<file path="config.mk">
export PLATFORM = sky130hd
export DESIGN_NAME = composite_timer
export DESIGN_NICKNAME = d
export VERILOG_FILES = /design/src/inc/timer_pkg.sv /design/src/verilog/timer_unit.sv /design/src/verilog/composite_timer.sv
export VERILOG_INCLUDE_DIRS = /design/src /design/src/inc
export SDC_FILE = /design/constraint.sdc
export NUM_CORES = 1
export LEC_CHECK = 0
export ABC_AREA = 1
export BUFFER_PORTS_ARGS = -buffer_cell sky130_fd_sc_hd__buf_2
export CORE_AREA = 2 2 122 124
export CTS_BUF_LIST = sky130_fd_sc_hd__clkbuf_8
export CTS_CLUSTER_SIZE = 16
export DETAILED_ROUTE_END_ITERATION = 8
export DIE_AREA = 0 0 124 126
export PLACE_DENSITY = 0.76
export SLEW_MARGIN = 0
export SYNTH_ARGS = -nofsm -noshare
export SYNTH_HDL_FRONTEND = slang
export SYNTH_HIERARCHICAL = 1
export SYNTH_SLANG_ARGS = --single-unit
</file>
<file path="constraint.sdc">
create_clock -name clk_i -period 4.3 [get_ports clk_i]
set_input_delay 0.86 -clock clk_i [delete_from_list [all_inputs] [get_ports clk_i]]
set_output_delay 0.86 -clock clk_i [all_outputs]
set_load 0.005 [all_outputs]
</file>
<file path="src/inc/timer_defs.svh">
// Register offsets, field positions, mode codes and constants of the composite timer
`ifndef TIMER_DEFS_SVH
`define TIMER_DEFS_SVH
// ==============================================================
// Register offsets
`define ADDR_CR1_B    12'h036
`define ADDR_CR1_A    12'h037
`define ADDR_CR0_B    12'hF92
`define ADDR_CR0_A    12'hF93
`define ADDR_DATA_B   12'hF94
`define ADDR_DATA_A   12'hF95
`define ADDR_PAIR_CTL 12'hF96
`define RESET_BYTE    8'h00
// ==============================================================
// Field positions
`define CR0_IFE  7
`define CR1_RUN  7
`define CR1_HOLD 6
`define CR1_IE   5
`define CR1_IR   4
`define CR1_IF   2
`define CR1_SO   1
`define CR1_OE   0
`define PAIR_TIS 5
`define PAIR_WIDE 4
// ==============================================================
// Mode codes and count clock
`define MODE_ONESHOT 4'h0
`define MODE_CONT    4'h1
`define MODE_FREE    4'h2
`define MODE_FPWM    4'h3
`define MODE_VPWM    4'h4
`define MODE_PWC_H   4'h5
`define MODE_PWC_L   4'h6
`define MODE_PWC_RR  4'h7
`define MODE_PWC_FF  4'h8
`define MODE_PWC_HC  4'h9
`define MODE_CAP_RF  4'hA
`define MODE_CAP_FF  4'hB
`define MODE_CAP_RC  4'hD
`define MODE_CAP_FC  4'hE
`define CLK_SEL_EXT  3'h7
`define COUNT_MAX    8'hFF
`endif

</file>
<file path="src/inc/timer_pkg.sv">
// Types shared by the composite timer files
package timer_pkg;
    typedef enum logic [2:0] {KIND_INT, KIND_FPWM, KIND_VPWM, KIND_PWC, KIND_CAP} kind_t;
endpackage

</file>
<file path="src/verilog/timer_unit.sv">
// One 8-bit up counter with clear and carry, chained for 16-bit work
`include "timer_defs.svh"
module timer_unit #(
    parameter int WIDTH = 8
) (
    input  wire logic             clk_i,
    input  wire logic             reset_i,
    input  wire logic             clr_i,
    input  wire logic             inc_i,
    output logic      [WIDTH-1:0] count_o,
    output logic                  carry_o
);
    // ==============================================================
    // Counter
    always_ff @(posedge clk_i or posedge reset_i) begin
        if (reset_i) begin
            count_o <= '0;
        end else if (clr_i) begin
            count_o <= '0;
        end else if (inc_i) begin
            count_o <= count_o + 1'b1;
        end
    end

    // Carry feeds the upper counter when chained
    assign carry_o = inc_i && (count_o == {WIDTH{1'b1}});
endmodule // timer_unit

</file>
<file path="src/verilog/composite_timer.sv">
// One channel of the 8/16-bit composite timer: registers, counters, modes and pins
`include "timer_defs.svh"
// Summary of operation
// - Timer A pin turns output when enabled in interval, PWM or pulse-width mode
// - In 16-bit operation timer A pin carries the combined timer output
// - Timer A pin level is undefined when enabled in capture mode
// - In 8-bit operation timer B pin turns output in interval, fixed PWM, pulse-width
// - Timer B pin undefined in 16-bit with variable PWM or capture
// - Shared event pin feeds both timers' event inputs together, except while timer A takes the serial link
// - Event input clocks counting in interval/PWM, is the measured signal otherwise
// - In 16-bit operation timer B's event input is ignored, except variable PWM
// - Reload/overflow request needs flag, request enable and flag enable all set
// - Mode 0000 one-shot, 0001 continuous, 0010 free-run interval timer
// - Mode 0011 fixed-cycle PWM, 0100 variable-cycle PWM using both counters
// - Modes 0101 to 1001 select the five pulse-width measurements
// - Modes 1010 to 1100 capture free-running, 1101 to 1111 capture with clear
// - Starting in variable PWM loads the other timer's mode with 0100
// - Starting in variable PWM clears the 16-bit mode bit
// - Mode field writes are ignored while the timer runs
// - Data-full and output level bits read back; writes to them do nothing
// - Two counters work as two 8-bit timers or one 16-bit timer
// - Starting counts from zero; stopping halts and zeroes the count
// - With request enable, measure flag or enabled reload flag raises a request
module composite_timer (
    input  wire logic        clk_i,
    input  wire logic        reset_i,
    input  wire logic [11:0] addr_i,
    input  wire logic [7:0]  wdata_i,
    input  wire logic        wr_i,
    input  wire logic        rd_i,
    output logic      [7:0]  rdata_o,
    input  wire logic [6:0]  prescale_tick_i,
    input  wire logic        shared_event_in_pin_i,
    input  wire logic        internal_serial_link_in_i,
    input  wire logic        port_dir_a_i,
    input  wire logic        port_dir_b_i,
    input  wire logic        port_data_a_i,
    input  wire logic        port_data_b_i,
    output logic             timer_a_out_pin_o,
    output logic             timer_a_out_oe_n_o,
    output logic             timer_b_out_pin_o,
    output logic             timer_b_out_oe_n_o,
    output logic             irq_o
);
    // ==============================================================
    // State
    logic [7:0]           cr0_q  [0:1];
    logic [7:0]           data_q [0:1];
    logic [7:0]           cap_q  [0:1];
    logic [7:0]           cnt    [0:1];
    logic [3:0]           m      [0:1];
    timer_pkg::kind_t     k      [0:1];
    logic [1:0]           run_q, hold_q, ie_q, ir_q, bf_q, if_q, so_q, oe_q;
    logic [1:0]           out_q, meas_q, evp_q;
    logic [1:0]           run_d, hold_d, start, swclr;
    logic [1:0]           ev, rise, fall, tick, en, act, inc, carry, clr, clr_own;
    logic [1:0]           match, hit, ovf, st_e, end_e, cap_e, store, capev;
    logic [1:0]           wr_cr0, wr_cr1, wr_data, rd_data;
    logic [2:0]           sync_q;
    logic                 pin_lvl_q, tis_q, wide_q, couple, vpwm_any, auto_a, auto_b;
    logic [3:0]           filt_q;
    logic [15:0]          cnt16, data16;

    function automatic timer_pkg::kind_t kind_of(input logic [3:0] mode);
        if (mode <= `MODE_FREE) kind_of = timer_pkg::KIND_INT;
        else if (mode == `MODE_FPWM) kind_of = timer_pkg::KIND_FPWM;
        else if (mode == `MODE_VPWM) kind_of = timer_pkg::KIND_VPWM;
        else if (mode < `MODE_CAP_RF) kind_of = timer_pkg::KIND_PWC;
        else kind_of = timer_pkg::KIND_CAP;
    endfunction

    // ==============================================================
    // Bus decode
    assign wr_cr0  = {wr_i && addr_i == `ADDR_CR0_B, wr_i && addr_i == `ADDR_CR0_A};
    assign wr_cr1  = {wr_i && addr_i == `ADDR_CR1_B, wr_i && addr_i == `ADDR_CR1_A};
    assign wr_data = {wr_i && addr_i == `ADDR_DATA_B, wr_i && addr_i == `ADDR_DATA_A};
    assign rd_data = {rd_i && addr_i == `ADDR_DATA_B, rd_i && addr_i == `ADDR_DATA_A};

    // ==============================================================
    // Event pin: three flops, level taken once the last two agree
    always_ff @(posedge clk_i or posedge reset_i) begin
        if (reset_i) begin
            sync_q    <= 3'h0;
            pin_lvl_q <= 1'b0;
            evp_q     <= 2'h0;
        end else begin
            sync_q <= {sync_q[1:0], shared_event_in_pin_i};
            if (sync_q[1] == sync_q[2]) begin
                pin_lvl_q <= sync_q[2];
            end
            evp_q <= ev;
        end
    end

    // Timer A may take the serial link instead; otherwise the pin reaches both timers
    assign ev    = {pin_lvl_q, tis_q ? internal_serial_link_in_i : pin_lvl_q};
    assign rise  = ev & ~evp_q;
    assign fall  = ~ev & evp_q;
    assign cnt16  = {cnt[1], cnt[0]};
    assign data16 = {data_q[1], data_q[0]};

    // ==============================================================
    // Per-timer control decode
    always_comb begin : ctl
        logic [2:0] sel;
        sel = 3'h0;
        for (int i = 0; i < 2; i++) begin
            m[i] = cr0_q[i][3:0];
            k[i] = kind_of(m[i]);
            act[i] = run_q[i] && !hold_q[i] && !(i == 1 && wide_q);
            sel = cr0_q[i][6:4];
            // External ticks only clock the counter in interval and PWM work
            if (sel == `CLK_SEL_EXT) begin
                tick[i] = rise[i] && (k[i] == timer_pkg::KIND_INT ||
                          k[i] == timer_pkg::KIND_FPWM || k[i] == timer_pkg::KIND_VPWM);
            end else begin
                tick[i] = prescale_tick_i[sel];
            end
            en[i] = act[i] && tick[i] && (k[i] != timer_pkg::KIND_PWC || meas_q[i]);
            st_e[i] = (m[i] == `MODE_PWC_H || m[i] == `MODE_PWC_RR || m[i] == `MODE_PWC_HC)
                      ? rise[i] : fall[i];
            end_e[i] = (m[i] == `MODE_PWC_H || m[i] == `MODE_PWC_FF || m[i] == `MODE_PWC_HC)
                       ? fall[i] : rise[i];
            if (m[i] == `MODE_CAP_RF || m[i] == `MODE_CAP_RC) cap_e[i] = rise[i];
            else if (m[i] == `MODE_CAP_FF || m[i] == `MODE_CAP_FC) cap_e[i] = fall[i];
            else cap_e[i] = rise[i] || fall[i];
        end
        // Chained: the upper counter counts on the lower carry only
        inc[0] = en[0];
        inc[1] = wide_q ? (en[0] && carry[0]) : en[1];
        match[0] = wide_q ? (cnt16 == data16) : (cnt[0] == data_q[0]);
        match[1] = cnt[1] == data_q[1];
        ovf[0] = wide_q ? carry[1] : carry[0];
        ovf[1] = carry[1] && !wide_q;
        for (int i = 0; i < 2; i++) begin
            hit[i]   = en[i] && match[i];
            store[i] = act[i] && k[i] == timer_pkg::KIND_PWC && end_e[i] && meas_q[i] && !bf_q[i];
            capev[i] = act[i] && k[i] == timer_pkg::KIND_CAP && cap_e[i];
            clr_own[i] = swclr[i] || (hit[i] && (m[i] == `MODE_CONT || k[i] == timer_pkg::KIND_VPWM))
                       || (act[i] && k[i] == timer_pkg::KIND_PWC && st_e[i])
                       || (capev[i] && m[i] >= `MODE_CAP_RC);
        end
        clr[0] = clr_own[0];
        clr[1] = wide_q ? clr_own[0] : clr_own[1];
    end

    for (genvar g = 0; g < 2; g++) begin : g_cnt
        timer_unit #(.WIDTH(8)) u_cnt (
            .clk_i   (clk_i),
            .reset_i (reset_i),
            .clr_i   (clr[g]),
            .inc_i   (inc[g]),
            .count_o (cnt[g]),
            .carry_o (carry[g])
        );
    end

    // ==============================================================
    // Run and suspend, coupled in 16-bit and variable PWM
    always_comb begin : run_next
        run_d    = run_q;
        hold_d   = hold_q;
        vpwm_any = k[0] == timer_pkg::KIND_VPWM || k[1] == timer_pkg::KIND_VPWM;
        couple   = wide_q || vpwm_any;
        for (int i = 0; i < 2; i++) begin
            if (hit[i] && m[i] == `MODE_ONESHOT) begin
                run_d[i] = 1'b0;
                if (wide_q) run_d[1] = 1'b0;
            end
        end
        for (int i = 0; i < 2; i++) begin
            if (wr_cr1[i] && !(wide_q && i == 1)) begin
                if (couple) begin
                    run_d  = {2{wdata_i[`CR1_RUN]}};
                    hold_d = {2{wdata_i[`CR1_HOLD]}};
                end else begin
                    run_d[i]  = wdata_i[`CR1_RUN];
                    hold_d[i] = wdata_i[`CR1_HOLD];
                end
            end
        end
        start = run_d & ~run_q;
        swclr = run_d ^ run_q;
    end

    // ==============================================================
    // Configuration registers
    always_ff @(posedge clk_i or posedge reset_i) begin
        if (reset_i) begin
            for (int i = 0; i < 2; i++) begin
                cr0_q[i]  <= `RESET_BYTE;
                data_q[i] <= `RESET_BYTE;
            end
            {run_q, hold_q, ie_q, so_q, oe_q} <= 10'h000;
            {tis_q, wide_q, filt_q} <= 6'h00;
        end else begin
            run_q  <= run_d;
            hold_q <= hold_d;
            for (int i = 0; i < 2; i++) begin
                if (wr_cr0[i]) begin
                    cr0_q[i][7:4] <= wdata_i[7:4];
                    if (!run_q[i]) cr0_q[i][3:0] <= wdata_i[3:0];
                end
                if (start[i] && k[i] == timer_pkg::KIND_VPWM) begin
                    cr0_q[1-i][3:0] <= `MODE_VPWM;
                end
                if (wr_cr1[i]) begin
                    ie_q[i] <= wdata_i[`CR1_IE];
                    oe_q[i] <= wdata_i[`CR1_OE];
                    if (!run_q[i] || (wide_q && i == 1)) so_q[i] <= wdata_i[`CR1_SO];
                end
                if (wr_data[i]) data_q[i] <= wdata_i;
            end
            // Output level bits are not stored from the bus
            if (wr_i && addr_i == `ADDR_PAIR_CTL) begin
                tis_q  <= wdata_i[`PAIR_TIS];
                wide_q <= wdata_i[`PAIR_WIDE];
                filt_q <= wdata_i[3:0];
            end else if ((|start) && vpwm_any) begin
                wide_q <= 1'b0;
            end
        end
    end

    // ==============================================================
    // Flags: a hardware set beats a same-cycle software clear
    always_ff @(posedge clk_i or posedge reset_i) begin
        if (reset_i) begin
            {ir_q, if_q, bf_q} <= 6'h00;
        end else begin
            for (int i = 0; i < 2; i++) begin
                if ((k[i] != timer_pkg::KIND_PWC && k[i] != timer_pkg::KIND_CAP) ||
                    (i == 1 && wide_q)) ir_q[i] <= 1'b0;
                else if (store[i] || capev[i]) ir_q[i] <= 1'b1;
                else if (wr_cr1[i] && !wdata_i[`CR1_IR]) ir_q[i] <= 1'b0;
                if (k[i] == timer_pkg::KIND_VPWM || (i == 1 && wide_q)) if_q[i] <= 1'b0;
                else if ((hit[i] && k[i] == timer_pkg::KIND_INT) || (ovf[i] && act[i] &&
                         (k[i] == timer_pkg::KIND_PWC || k[i] == timer_pkg::KIND_CAP)))
                    if_q[i] <= 1'b1;
                else if (wr_cr1[i] && !wdata_i[`CR1_IF]) if_q[i] <= 1'b0;
            end
            // Data-full moves only by measurement, data reads and, for timer B, 16-bit operation; never by writes
            if (store[0]) bf_q[0] <= 1'b1;
            else if (wide_q ? rd_data[1] : rd_data[0]) bf_q[0] <= 1'b0;
            if (wide_q) bf_q[1] <= 1'b0;
            else if (store[1]) bf_q[1] <= 1'b1;
            else if (rd_data[1]) bf_q[1] <= 1'b0;
        end
    end

    // ==============================================================
    // Measurement, capture and output levels
    always_ff @(posedge clk_i or posedge reset_i) begin
        if (reset_i) begin
            cap_q[0] <= `RESET_BYTE;
            cap_q[1] <= `RESET_BYTE;
            meas_q   <= 2'h0;
            out_q    <= 2'h0;
        end else begin
            for (int i = 0; i < 2; i++) begin
                if (store[i] || capev[i]) begin
                    cap_q[i] <= cnt[i];
                    if (i == 0 && wide_q) cap_q[1] <= cnt[1];
                end
                if (!run_d[i]) meas_q[i] <= 1'b0;
                else if (act[i] && k[i] == timer_pkg::KIND_PWC && st_e[i]) meas_q[i] <= 1'b1;
                else if (act[i] && k[i] == timer_pkg::KIND_PWC && end_e[i]) meas_q[i] <= 1'b0;
                if (start[i]) begin
                    out_q[i] <= so_q[i];
                end else if (act[i]) begin
                    unique case (k[i])
                        timer_pkg::KIND_INT:  if (hit[i]) out_q[i] <= !out_q[i];
                        // 16-bit compare drives timer A for the whole pair
                        timer_pkg::KIND_FPWM: out_q[i] <= (i == 0 && wide_q) ?
                                              (cnt16 < data16) : (cnt[i] < data_q[i]);
                        // Low for timer B's width, high up to timer A's cycle
                        timer_pkg::KIND_VPWM: out_q[i] <= cnt[0] >= data_q[1];
                        // Capture and pulse-width leave the level as it is
                        timer_pkg::KIND_PWC, timer_pkg::KIND_CAP: out_q[i] <= out_q[i];
                    endcase
                end
            end
        end
    end

    // ==============================================================
    // Pins: the timer takes the pin over from the port direction bit
    assign auto_a = oe_q[0] && k[0] != timer_pkg::KIND_CAP;
    assign auto_b = oe_q[1] && !wide_q && (k[1] == timer_pkg::KIND_INT ||
                    k[1] == timer_pkg::KIND_FPWM || k[1] == timer_pkg::KIND_PWC);

    always_ff @(posedge clk_i or posedge reset_i) begin
        if (reset_i) begin
            timer_a_out_pin_o  <= 1'b0;
            timer_a_out_oe_n_o <= 1'b1;
            timer_b_out_pin_o  <= 1'b0;
            timer_b_out_oe_n_o <= 1'b1;
        end else begin
            timer_a_out_pin_o  <= auto_a ? out_q[0] : port_data_a_i;
            timer_a_out_oe_n_o <= !(auto_a || port_dir_a_i);
            // In 16-bit operation pin B is left to the port logic
            timer_b_out_pin_o  <= auto_b ? out_q[1] : port_data_b_i;
            timer_b_out_oe_n_o <= !(auto_b || port_dir_b_i);
        end
    end

    // A reload flag only requests when its own enable is set too
    assign irq_o = |(ie_q & (ir_q | (if_q & {cr0_q[1][`CR0_IFE], cr0_q[0][`CR0_IFE]})));

    // ==============================================================
    // Read path: measuring modes read the captured count
    always_ff @(posedge clk_i or posedge reset_i) begin
        if (reset_i) begin
            rdata_o <= `RESET_BYTE;
        end else if (!rd_i) begin
            rdata_o <= `RESET_BYTE;
        end else begin
            unique case (addr_i)
                `ADDR_CR0_A:    rdata_o <= cr0_q[0];
                `ADDR_CR0_B:    rdata_o <= cr0_q[1];
                `ADDR_CR1_A:    rdata_o <= {run_q[0], hold_q[0], ie_q[0], ir_q[0],
                                            bf_q[0], if_q[0], so_q[0], oe_q[0]};
                `ADDR_CR1_B:    rdata_o <= {run_q[1], hold_q[1], ie_q[1], ir_q[1],
                                            bf_q[1], if_q[1], so_q[1], oe_q[1]};
                `ADDR_DATA_A:   rdata_o <= (k[0] >= timer_pkg::KIND_PWC) ? cap_q[0] : data_q[0];
                `ADDR_DATA_B:   rdata_o <= (k[wide_q ? 0 : 1] >= timer_pkg::KIND_PWC)
                                           ? cap_q[1] : data_q[1];
                `ADDR_PAIR_CTL: rdata_o <= {out_q[1], out_q[0], tis_q, wide_q, filt_q};
                default:        rdata_o <= `RESET_BYTE;
            endcase
        end
    end
endmodule // composite_timer

</file>
## Word level (Yosys, flattened, before mapping)

Index checks and enable logic that the tools add are counted.

- Bits in registers: 108
- Latch bits: 0
- Memory bits (writable): 0
- Bits in read-only memories: 0
- Input port bits: 37
- Output and inout bits: 13
- Logic and storage cells: 369
- Memories: 0

- Add/subtract/negate cells: 2
- Multiply operators: 0
- Divide/modulo/power cells: 0
- Magnitude comparators: 15
- Equal/unequal tests: 56
- Shift-type cells: 0
- Multiplexer cells: 96
- Bitwise logic cells: 12
- Reduce and logical (&&, ||, !) cells: 148

Operators by type and width:

| cell | count |
|---|---|
| 2-to-1 mux 8 bit | 10 |
| logical AND 1 bit | 63 |
| == test 12 bit (second input constant) | 5 |
| 2-to-1 mux 1 bit | 59 |
| case mux 8 bit (7 select lines) | 1 |
| == test 4 bit (second input constant) | 12 |
| logical OR 1 bit | 42 |
| 2-to-1 mux 3 bit | 11 |
| greater-or-equal comparator 32 x 2 -> 1 bit (second input constant) | 1 |
| inverter 1 -> 32 bit | 1 |
| == test 12 x 6 -> 1 bit (second input constant) | 2 |
| == test 4 x 3 -> 1 bit (second input constant) | 6 |
| 2-to-1 mux 4 bit | 6 |
| nonzero test 2 bit | 11 |
| adder 8 x 1 -> 8 bit (second input constant) | 2 |
| == test 16 bit | 1 |
| == test 8 bit | 2 |
| == test 8 bit (second input constant) | 2 |
| < comparator 16 bit | 1 |
| < comparator 8 bit | 2 |
| nonzero test 3 bit | 5 |
| == test 3 x 2 -> 1 bit (second input constant) | 4 |
| == test 3 bit (second input constant) | 4 |
| logical NOT 1 bit | 12 |
| 28 further kinds | 64 |

## Longest topological paths before layout

- Depth after elaboration: 26
- Depth in mapped cells: 26
- Depth with buffers taken out: 26

## Hierarchy

Netlist, hierarchy kept.

By module, submodules not included:

| module | instances | cells each | area each (sq um) | sequential area each (sq um) |
|---|---|---|---|---|
| composite_timer | 1 | 841 | 6,115.9 | 2,304.7 |
| timer_unit | 2 | 55 | 450.4 | 200.2 |

## Worst setup path before layout

OpenSTA, ideal clock, no wires.

- Path kind: input to register
- Start point: input internal_serial_link_in_i
- End point: register g_cnt[1].u_cnt.count_o[5]
- Library setup time: 0.119 ns
- Arrival: 3.076 ns
- Data required time: 4.181 ns
- Slack: 1.105 ns
- Cell stages on the path: 24
- Path buffers: 0
- Path through: or2_2 > o21ai_0 > inv_1 > ha_1 > a21oi_1 > nor2_1 > nand3_1 > inv_1 > nand2_1 > nand3b_1 > nand2_1 > ha_1 > inv_1 > nor2_1 > nand2_1 > inv_1 > nand3_1 > nand2_1 > inv_1 > nor2_2 > nor2_4 > nand2_1 > o21ai_1 > nor2_1

- Elaborated cells on any way between the ends: 37
- Those cells by class: mux (14); bitwise (4); reduce/logical (19)

RTL lines:

| item | line | RTL |
|---|---|---|
| start, declared | composite_timer.sv:34 | `input wire logic internal_serial_link_in_i,` |
| 2-to-1 mux 1 bit (*) | composite_timer.sv:96 | `assign ev = {pin_lvl_q, tis_q ? internal_serial_link_in_i : pin_lvl_q};` |
| named net ev[0] | composite_timer.sv:56 | `logic [1:0] ev, rise, fall, tick, en, act, inc, carry, clr, clr_own;` |
| bitwise AND 2 bit (*) | composite_timer.sv:97 | `assign rise = ev & ~evp_q;` |
| logical AND 1 bit (*) | composite_timer.sv:114 | `tick[i] = rise[i] && (k[i] == timer_pkg::KIND_INT \|\|` |
| 2-to-1 mux 1 bit (*) | composite_timer.sv:113 | `` if (sel == `CLK_SEL_EXT) begin `` |
| logical AND 1 bit (*) (2 in series) | composite_timer.sv:119 | `en[i] = act[i] && tick[i] && (k[i] != timer_pkg::KIND_PWC \|\| meas_q[i]);` |
| logical AND 1 bit (*) | composite_timer.sv:136 | `hit[i] = en[i] && match[i];` |
| logical AND 1 bit (no line) (*) | - |  |
| [... 2 more ...] | - |  |
| 2-to-1 mux 1 bit | composite_timer.sv:173 | `if (couple) begin` |
| 2-to-1 mux 2 bit (*) | composite_timer.sv:172 | `if (wr_cr1[i] && !(wide_q && i == 1)) begin` |
| named net run_d[0] | composite_timer.sv:55 | `logic [1:0] run_d, hold_d, start, swclr;` |
| bitwise XOR 2 bit (*) | composite_timer.sv:183 | `swclr = run_d ^ run_q;` |
| logical OR 1 bit (*) (3 in series) | composite_timer.sv:139 | `` clr_own[i] = swclr[i] \|\| (hit[i] && (m[i] == `MODE_CONT \|\| k[i] == timer_pkg::KIND_VPWM)) `` |
| 2-to-1 mux 1 bit (*) | composite_timer.sv:144 | `clr[1] = wide_q ? clr_own[0] : clr_own[1];` |
| named net clr[1] | composite_timer.sv:56 |  |
| 2-to-1 mux 8 bit / nonzero test 2 bit (equally long branches) | - |  |
| end signal, assigned | timer_unit.sv:21 | `count_o <= count_o + 1'b1;` |
| end, declared | timer_unit.sv:10 | `output logic [WIDTH-1:0] count_o,` |

The timed path passes the listed nets; every way through them passes the cells marked *.
A chain may end at the register's enable or synchronous reset.

## Worst setup path after layout

- Start point: register g_cnt[1].u_cnt.count_o[5]
- End point: register g_cnt[1].u_cnt.count_o[5]

- Elaborated cells on any way between the ends: 27
- Those cells by class: add/sub (1); eq/ne (2); mux (10); bitwise (1); reduce/logical (13)

RTL lines:

| item | line | RTL |
|---|---|---|
| == test 16 bit (*) | composite_timer.sv:131 | `match[0] = wide_q ? (cnt16 == data16) : (cnt[0] == data_q[0]);` |
| 2-to-1 mux 1 bit (*) | composite_timer.sv:131 |  |
| logical AND 1 bit (*) | composite_timer.sv:136 |  |
| logical AND 1 bit (no line) (*) | - |  |
| 2-to-1 mux 2 bit (*) | composite_timer.sv:166 | `` if (hit[i] && m[i] == `MODE_ONESHOT) begin `` |
| 2-to-1 mux 2 bit (*) | composite_timer.sv:172 |  |
| 2-to-1 mux 1 bit | composite_timer.sv:173 |  |
| 2-to-1 mux 2 bit (*) | composite_timer.sv:172 |  |
| named net run_d[0] | composite_timer.sv:55 |  |
| bitwise XOR 2 bit (*) | composite_timer.sv:183 |  |
| logical OR 1 bit (*) (3 in series) | composite_timer.sv:139 |  |
| 2-to-1 mux 1 bit (*) | composite_timer.sv:144 |  |
| named net clr[1] | composite_timer.sv:56 |  |
| 2-to-1 mux 8 bit / nonzero test 2 bit (equally long branches) | - |  |

The timed path passes the listed nets; every way through them passes the cells marked *. The select of a mux whose other input is x is not followed.

==> results.md <==
* P per Cell Area at between 200 and 300 nW/um^2
* Setup WS post-layout at roughly 0.8 ns
* Post-synthesis sequential area ratio at slightly below 40%
* RSZ-0062 raised after global routing: false
* Clk pin slew, worst setup/hold paths at around 0.10 ns
* # rows at between 40 and 50
* Total track usage at a little over a quarter
* Worst Skew at about 0.014 ns
* Via density at roughly 5.5
* Total I/O pin count at 50
* Crit. End Element: flop
* F_max at about 280 MHz
* Postcts setup bufs at 0
* Fillers at 1374
* Die Y at roughly 130 um
* Total nets after synthesis at a little over 1000
* Layout cell share with drive strength beyond 1 at between 10% and 20%
* FF-to-FF End: g_cnt[1].u_cnt/count_o[5]
* Hold Fails Final Rpt at 0
* Final estimated routing congestion in global placement at around 1
* Netlist cell types at 50
* Cell Area, Placed at 7420 sq um
* CP arrival at around 3.8 ns
* Critical path class: flop to flop
* Area Growth Syn to Fin at 8.65%
* First-pass iteration count of the detailed router at 6
* CTS max path bufs at 2
* YS warnings at 6
* Core box area at 14300 sq um
* Post-layout instance area at around 7600 sq um
* Pre-CTS setup slack at around 0.61 ns
* Lkg Pwr at between 3 and 4 nW
* Final core occ at 53.3%
* #FFs+latches synth at ~110
* Root buf cell: clkbuf_8
* Cell with the most instances after synthesis: nand2_1
* R2R cell count at 22
* Synth top area share at ~38%
* EDFF count, synth at 0
* Total routed wirelength at about 20000 um
* Die Area at roughly 16000 sq um
* Mean Syn Cell Area at ~7.4 sq um
* Max cap viols at 0
* FFs w/ async S/R, synth at 100%
* Hold_ws at 0.356 ns
* DRT antenna net count at 0
* Antenna violations before repair at 0
* FF-to-FF Start: g_cnt[1].u_cnt/count_o[5]
* Hold-fix buffers, CTS at 0
* Area of the multi-input gates at roughly 3700 sq um
* Fin Setup TNS at 0 ns
* Fin nets at between 1000 and 1500
* Yosys top cell by area: dfrtp_1
* VDD IR max at 194 uV
* Detailed-placement wirelength estimate at approximately 16000 um
* Post-synth top cells: nand2_1, inv_1, dfrtp_1, nor2_1, o21ai_0
* Tmin final at around 3.5 ns
* Synth area leaders: dfrtp_1, nand2_1, inv_1, ha_1, o21ai_0
* Vias in the first global route at between 6000 and 7000
* Max-slew headroom at 38.5%
* H-tree levels at 3
* Worst reg2reg setup slack at between 0.7 and 0.8 ns
* Initial Util at between 40% and 50%
* Number of CTS-inserted buffers at 9
* Vias at ~6500
* Critical Path Source Type: flop
* Cells after Synth at approximately 950
* Setup violators final at 0
* DRC Markers at 0
* Critical path startpoint: g_cnt[1].u_cnt/count_o[5]
* Hold crit path type: flop to flop
* Grt total ovfl at 0
* Tcrit/Tclk final at between 80% and 90%
* Critical Path RT at between 4 and 5 ns
* Placed cell count at approximately 1200
* Crit path to: g_cnt[1].u_cnt/count_o[5]
* Port Buf Inserts at 49
* DR WL/cell at 16.9 um
* Power, Total at roughly 2.3 mW
* Number of diodes at 0
* Cell Area, Synth at 7020 sq um
* Cell depth of the worst hold path at 0
* Register Area at between 2000 and 3000 sq um
* Status: complete, no violations
* Finished Layout Cells at ~1200
* Max Slew Vio Count at 0
* Largest net degree at the start of global routing at a little over 70
* Worst skew pair latency at 0.40 ns
* Synth Flop Type: dfrtp_1
* Measured slew at the worst slew-check pin at roughly 0.92 ns
* CTS tree: yes
* Crit Path Max Fanout at 9
* First-pass GRT wire length at roughly 32000 um
* Initial DRC count at ~700
* # clock sinks at roughly 110
* Cts repair resizes at 0
* Die Width at about 120 um
[metal layers]
metal | wire [um] | up-vias | global-route usage [%] | share of wire, %
li1 | - | 3173 | - | -
met1 | 8710 | 3029 | 38.5 | 43
met2 | 8870 | 295 | 40.1 | 44
met3 | 1730 | 49 | 4.71 | 8.6
met4 | 756 | 0 | 11.6 | 3.8
met5 | 0 | - | 0 | 0
[worst min path at each step]
stage / to / from
2_1_floorplan: sync_q[1] / sync_q[0]
4_1_cts: sync_q[1] / sync_q[0]
3_5_place_dp: sync_q[1] / sync_q[0]
3_3_place_gp: sync_q[1] / sync_q[0]
5_1_grt: sync_q[1] / sync_q[0]
6_report: sync_q[1] / sync_q[0]
[critical path: stages (launching register included)]
cell	delay [ns]
dfrtp_1	0.50
ha_1	0.35
nand2_1	0.05
nor2_1	0.21
nand2_1	0.17
a21oi_1	0.31
nand3_1	0.15
inv_1	0.12
nand2_1	0.06
nand3b_1	0.10
nand2_1	0.09
ha_1	0.28
inv_1	0.03
nor2_1	0.09
nand2_1	0.07
inv_1	0.07
nand3_1	0.06
nand2_1	0.09
inv_1	0.10
nor2_2	0.21
nor2_4	0.07
a21oi_1	0.16
nor2_1	0.07
[report_power, final]
group / total (mW) / leakage, nW / switching [mW] / internal (mW)
clock network: 0.660 / 0.104 / 0.374 / 0.286
logic: 0.470 / 2.32 / 0.321 / 0.149
registers: 1.13 / 1.38 / 0.0652 / 1.07
total: 2.26 / 3.81 / 0.760 / 1.50
[logic make-up (layout without fill, tap and decap cells)]
family | Yosys count | count (layout) | share of synthesized area (%)
compound gates | 174 | 174 | 14.1
xor+xnor | 2 | 2 | 0.250
fa+ha+maj | 34 | 34 | 6.03
buf+inv | 165 | 219 | 9.38
flops | 108 | 108 | 38.6
mux | 1 | 1 | 0.143
simple gates | 467 | 467 | 31.5
[cells in the final DEF (no fill, tap or decap), types with 2 or more instances in the layout]
master    synthesis  final
a31oi_1           3      3
a211oi_1          3      3
nor2_2           16     16
nand2_2          10     10
o22ai_1           7      7
inv_1           136    136
nand3b_1          2      2
nand4_1          14     14
clkbuf_8          0     10
nand2_8           2      2
nand2_1         246    246
nor2_1           76     76
dfstp_2           2      2
o21a_1            4      4
a22oi_1           5      5
nand4_4           2      2
a21oi_1          51     51
ha_1             33     33
nor3_4            2      2
nand3_1          62     62
nand2_4           5      5
inv_2            15     15
buf_2             4     49
o21ai_0          65     65
o211ai_1          8      8
nor3_1            9      9
buf_4             1      2
o21ai_1          16     16
o21ai_2           5      5
nand3_2           3      3
nor3_2            4      4
nor2_4            7      7
xnor2_1           2      2
or2_2             3      3
dfrtp_1         106    106
[flip-flops by register name, summed over array words and instances (netlist names), 3 cells and up]
signal,cells
g_cnt.u_cnt/count_o,16
data16,16
cr0_q,16
filt_q,4
cap_q,16
sync_q,3
rdata_o,8
[cell type report]
| cell class | instances | area share (%) |
|---|---|---|
| Clock inverter | 6 | 0.837 |
| Clock buffer | 10 | 1.81 |
| Multi-Input combinational cell | 678 | 47.9 |
| Sequential cell | 108 | 35.5 |
| Inverter | 152 | 7.52 |
| Timing Repair Buffer | 51 | 3.41 |
| Tap cell | 184 | 3.02 |
(Power assumes the default switching activity.)
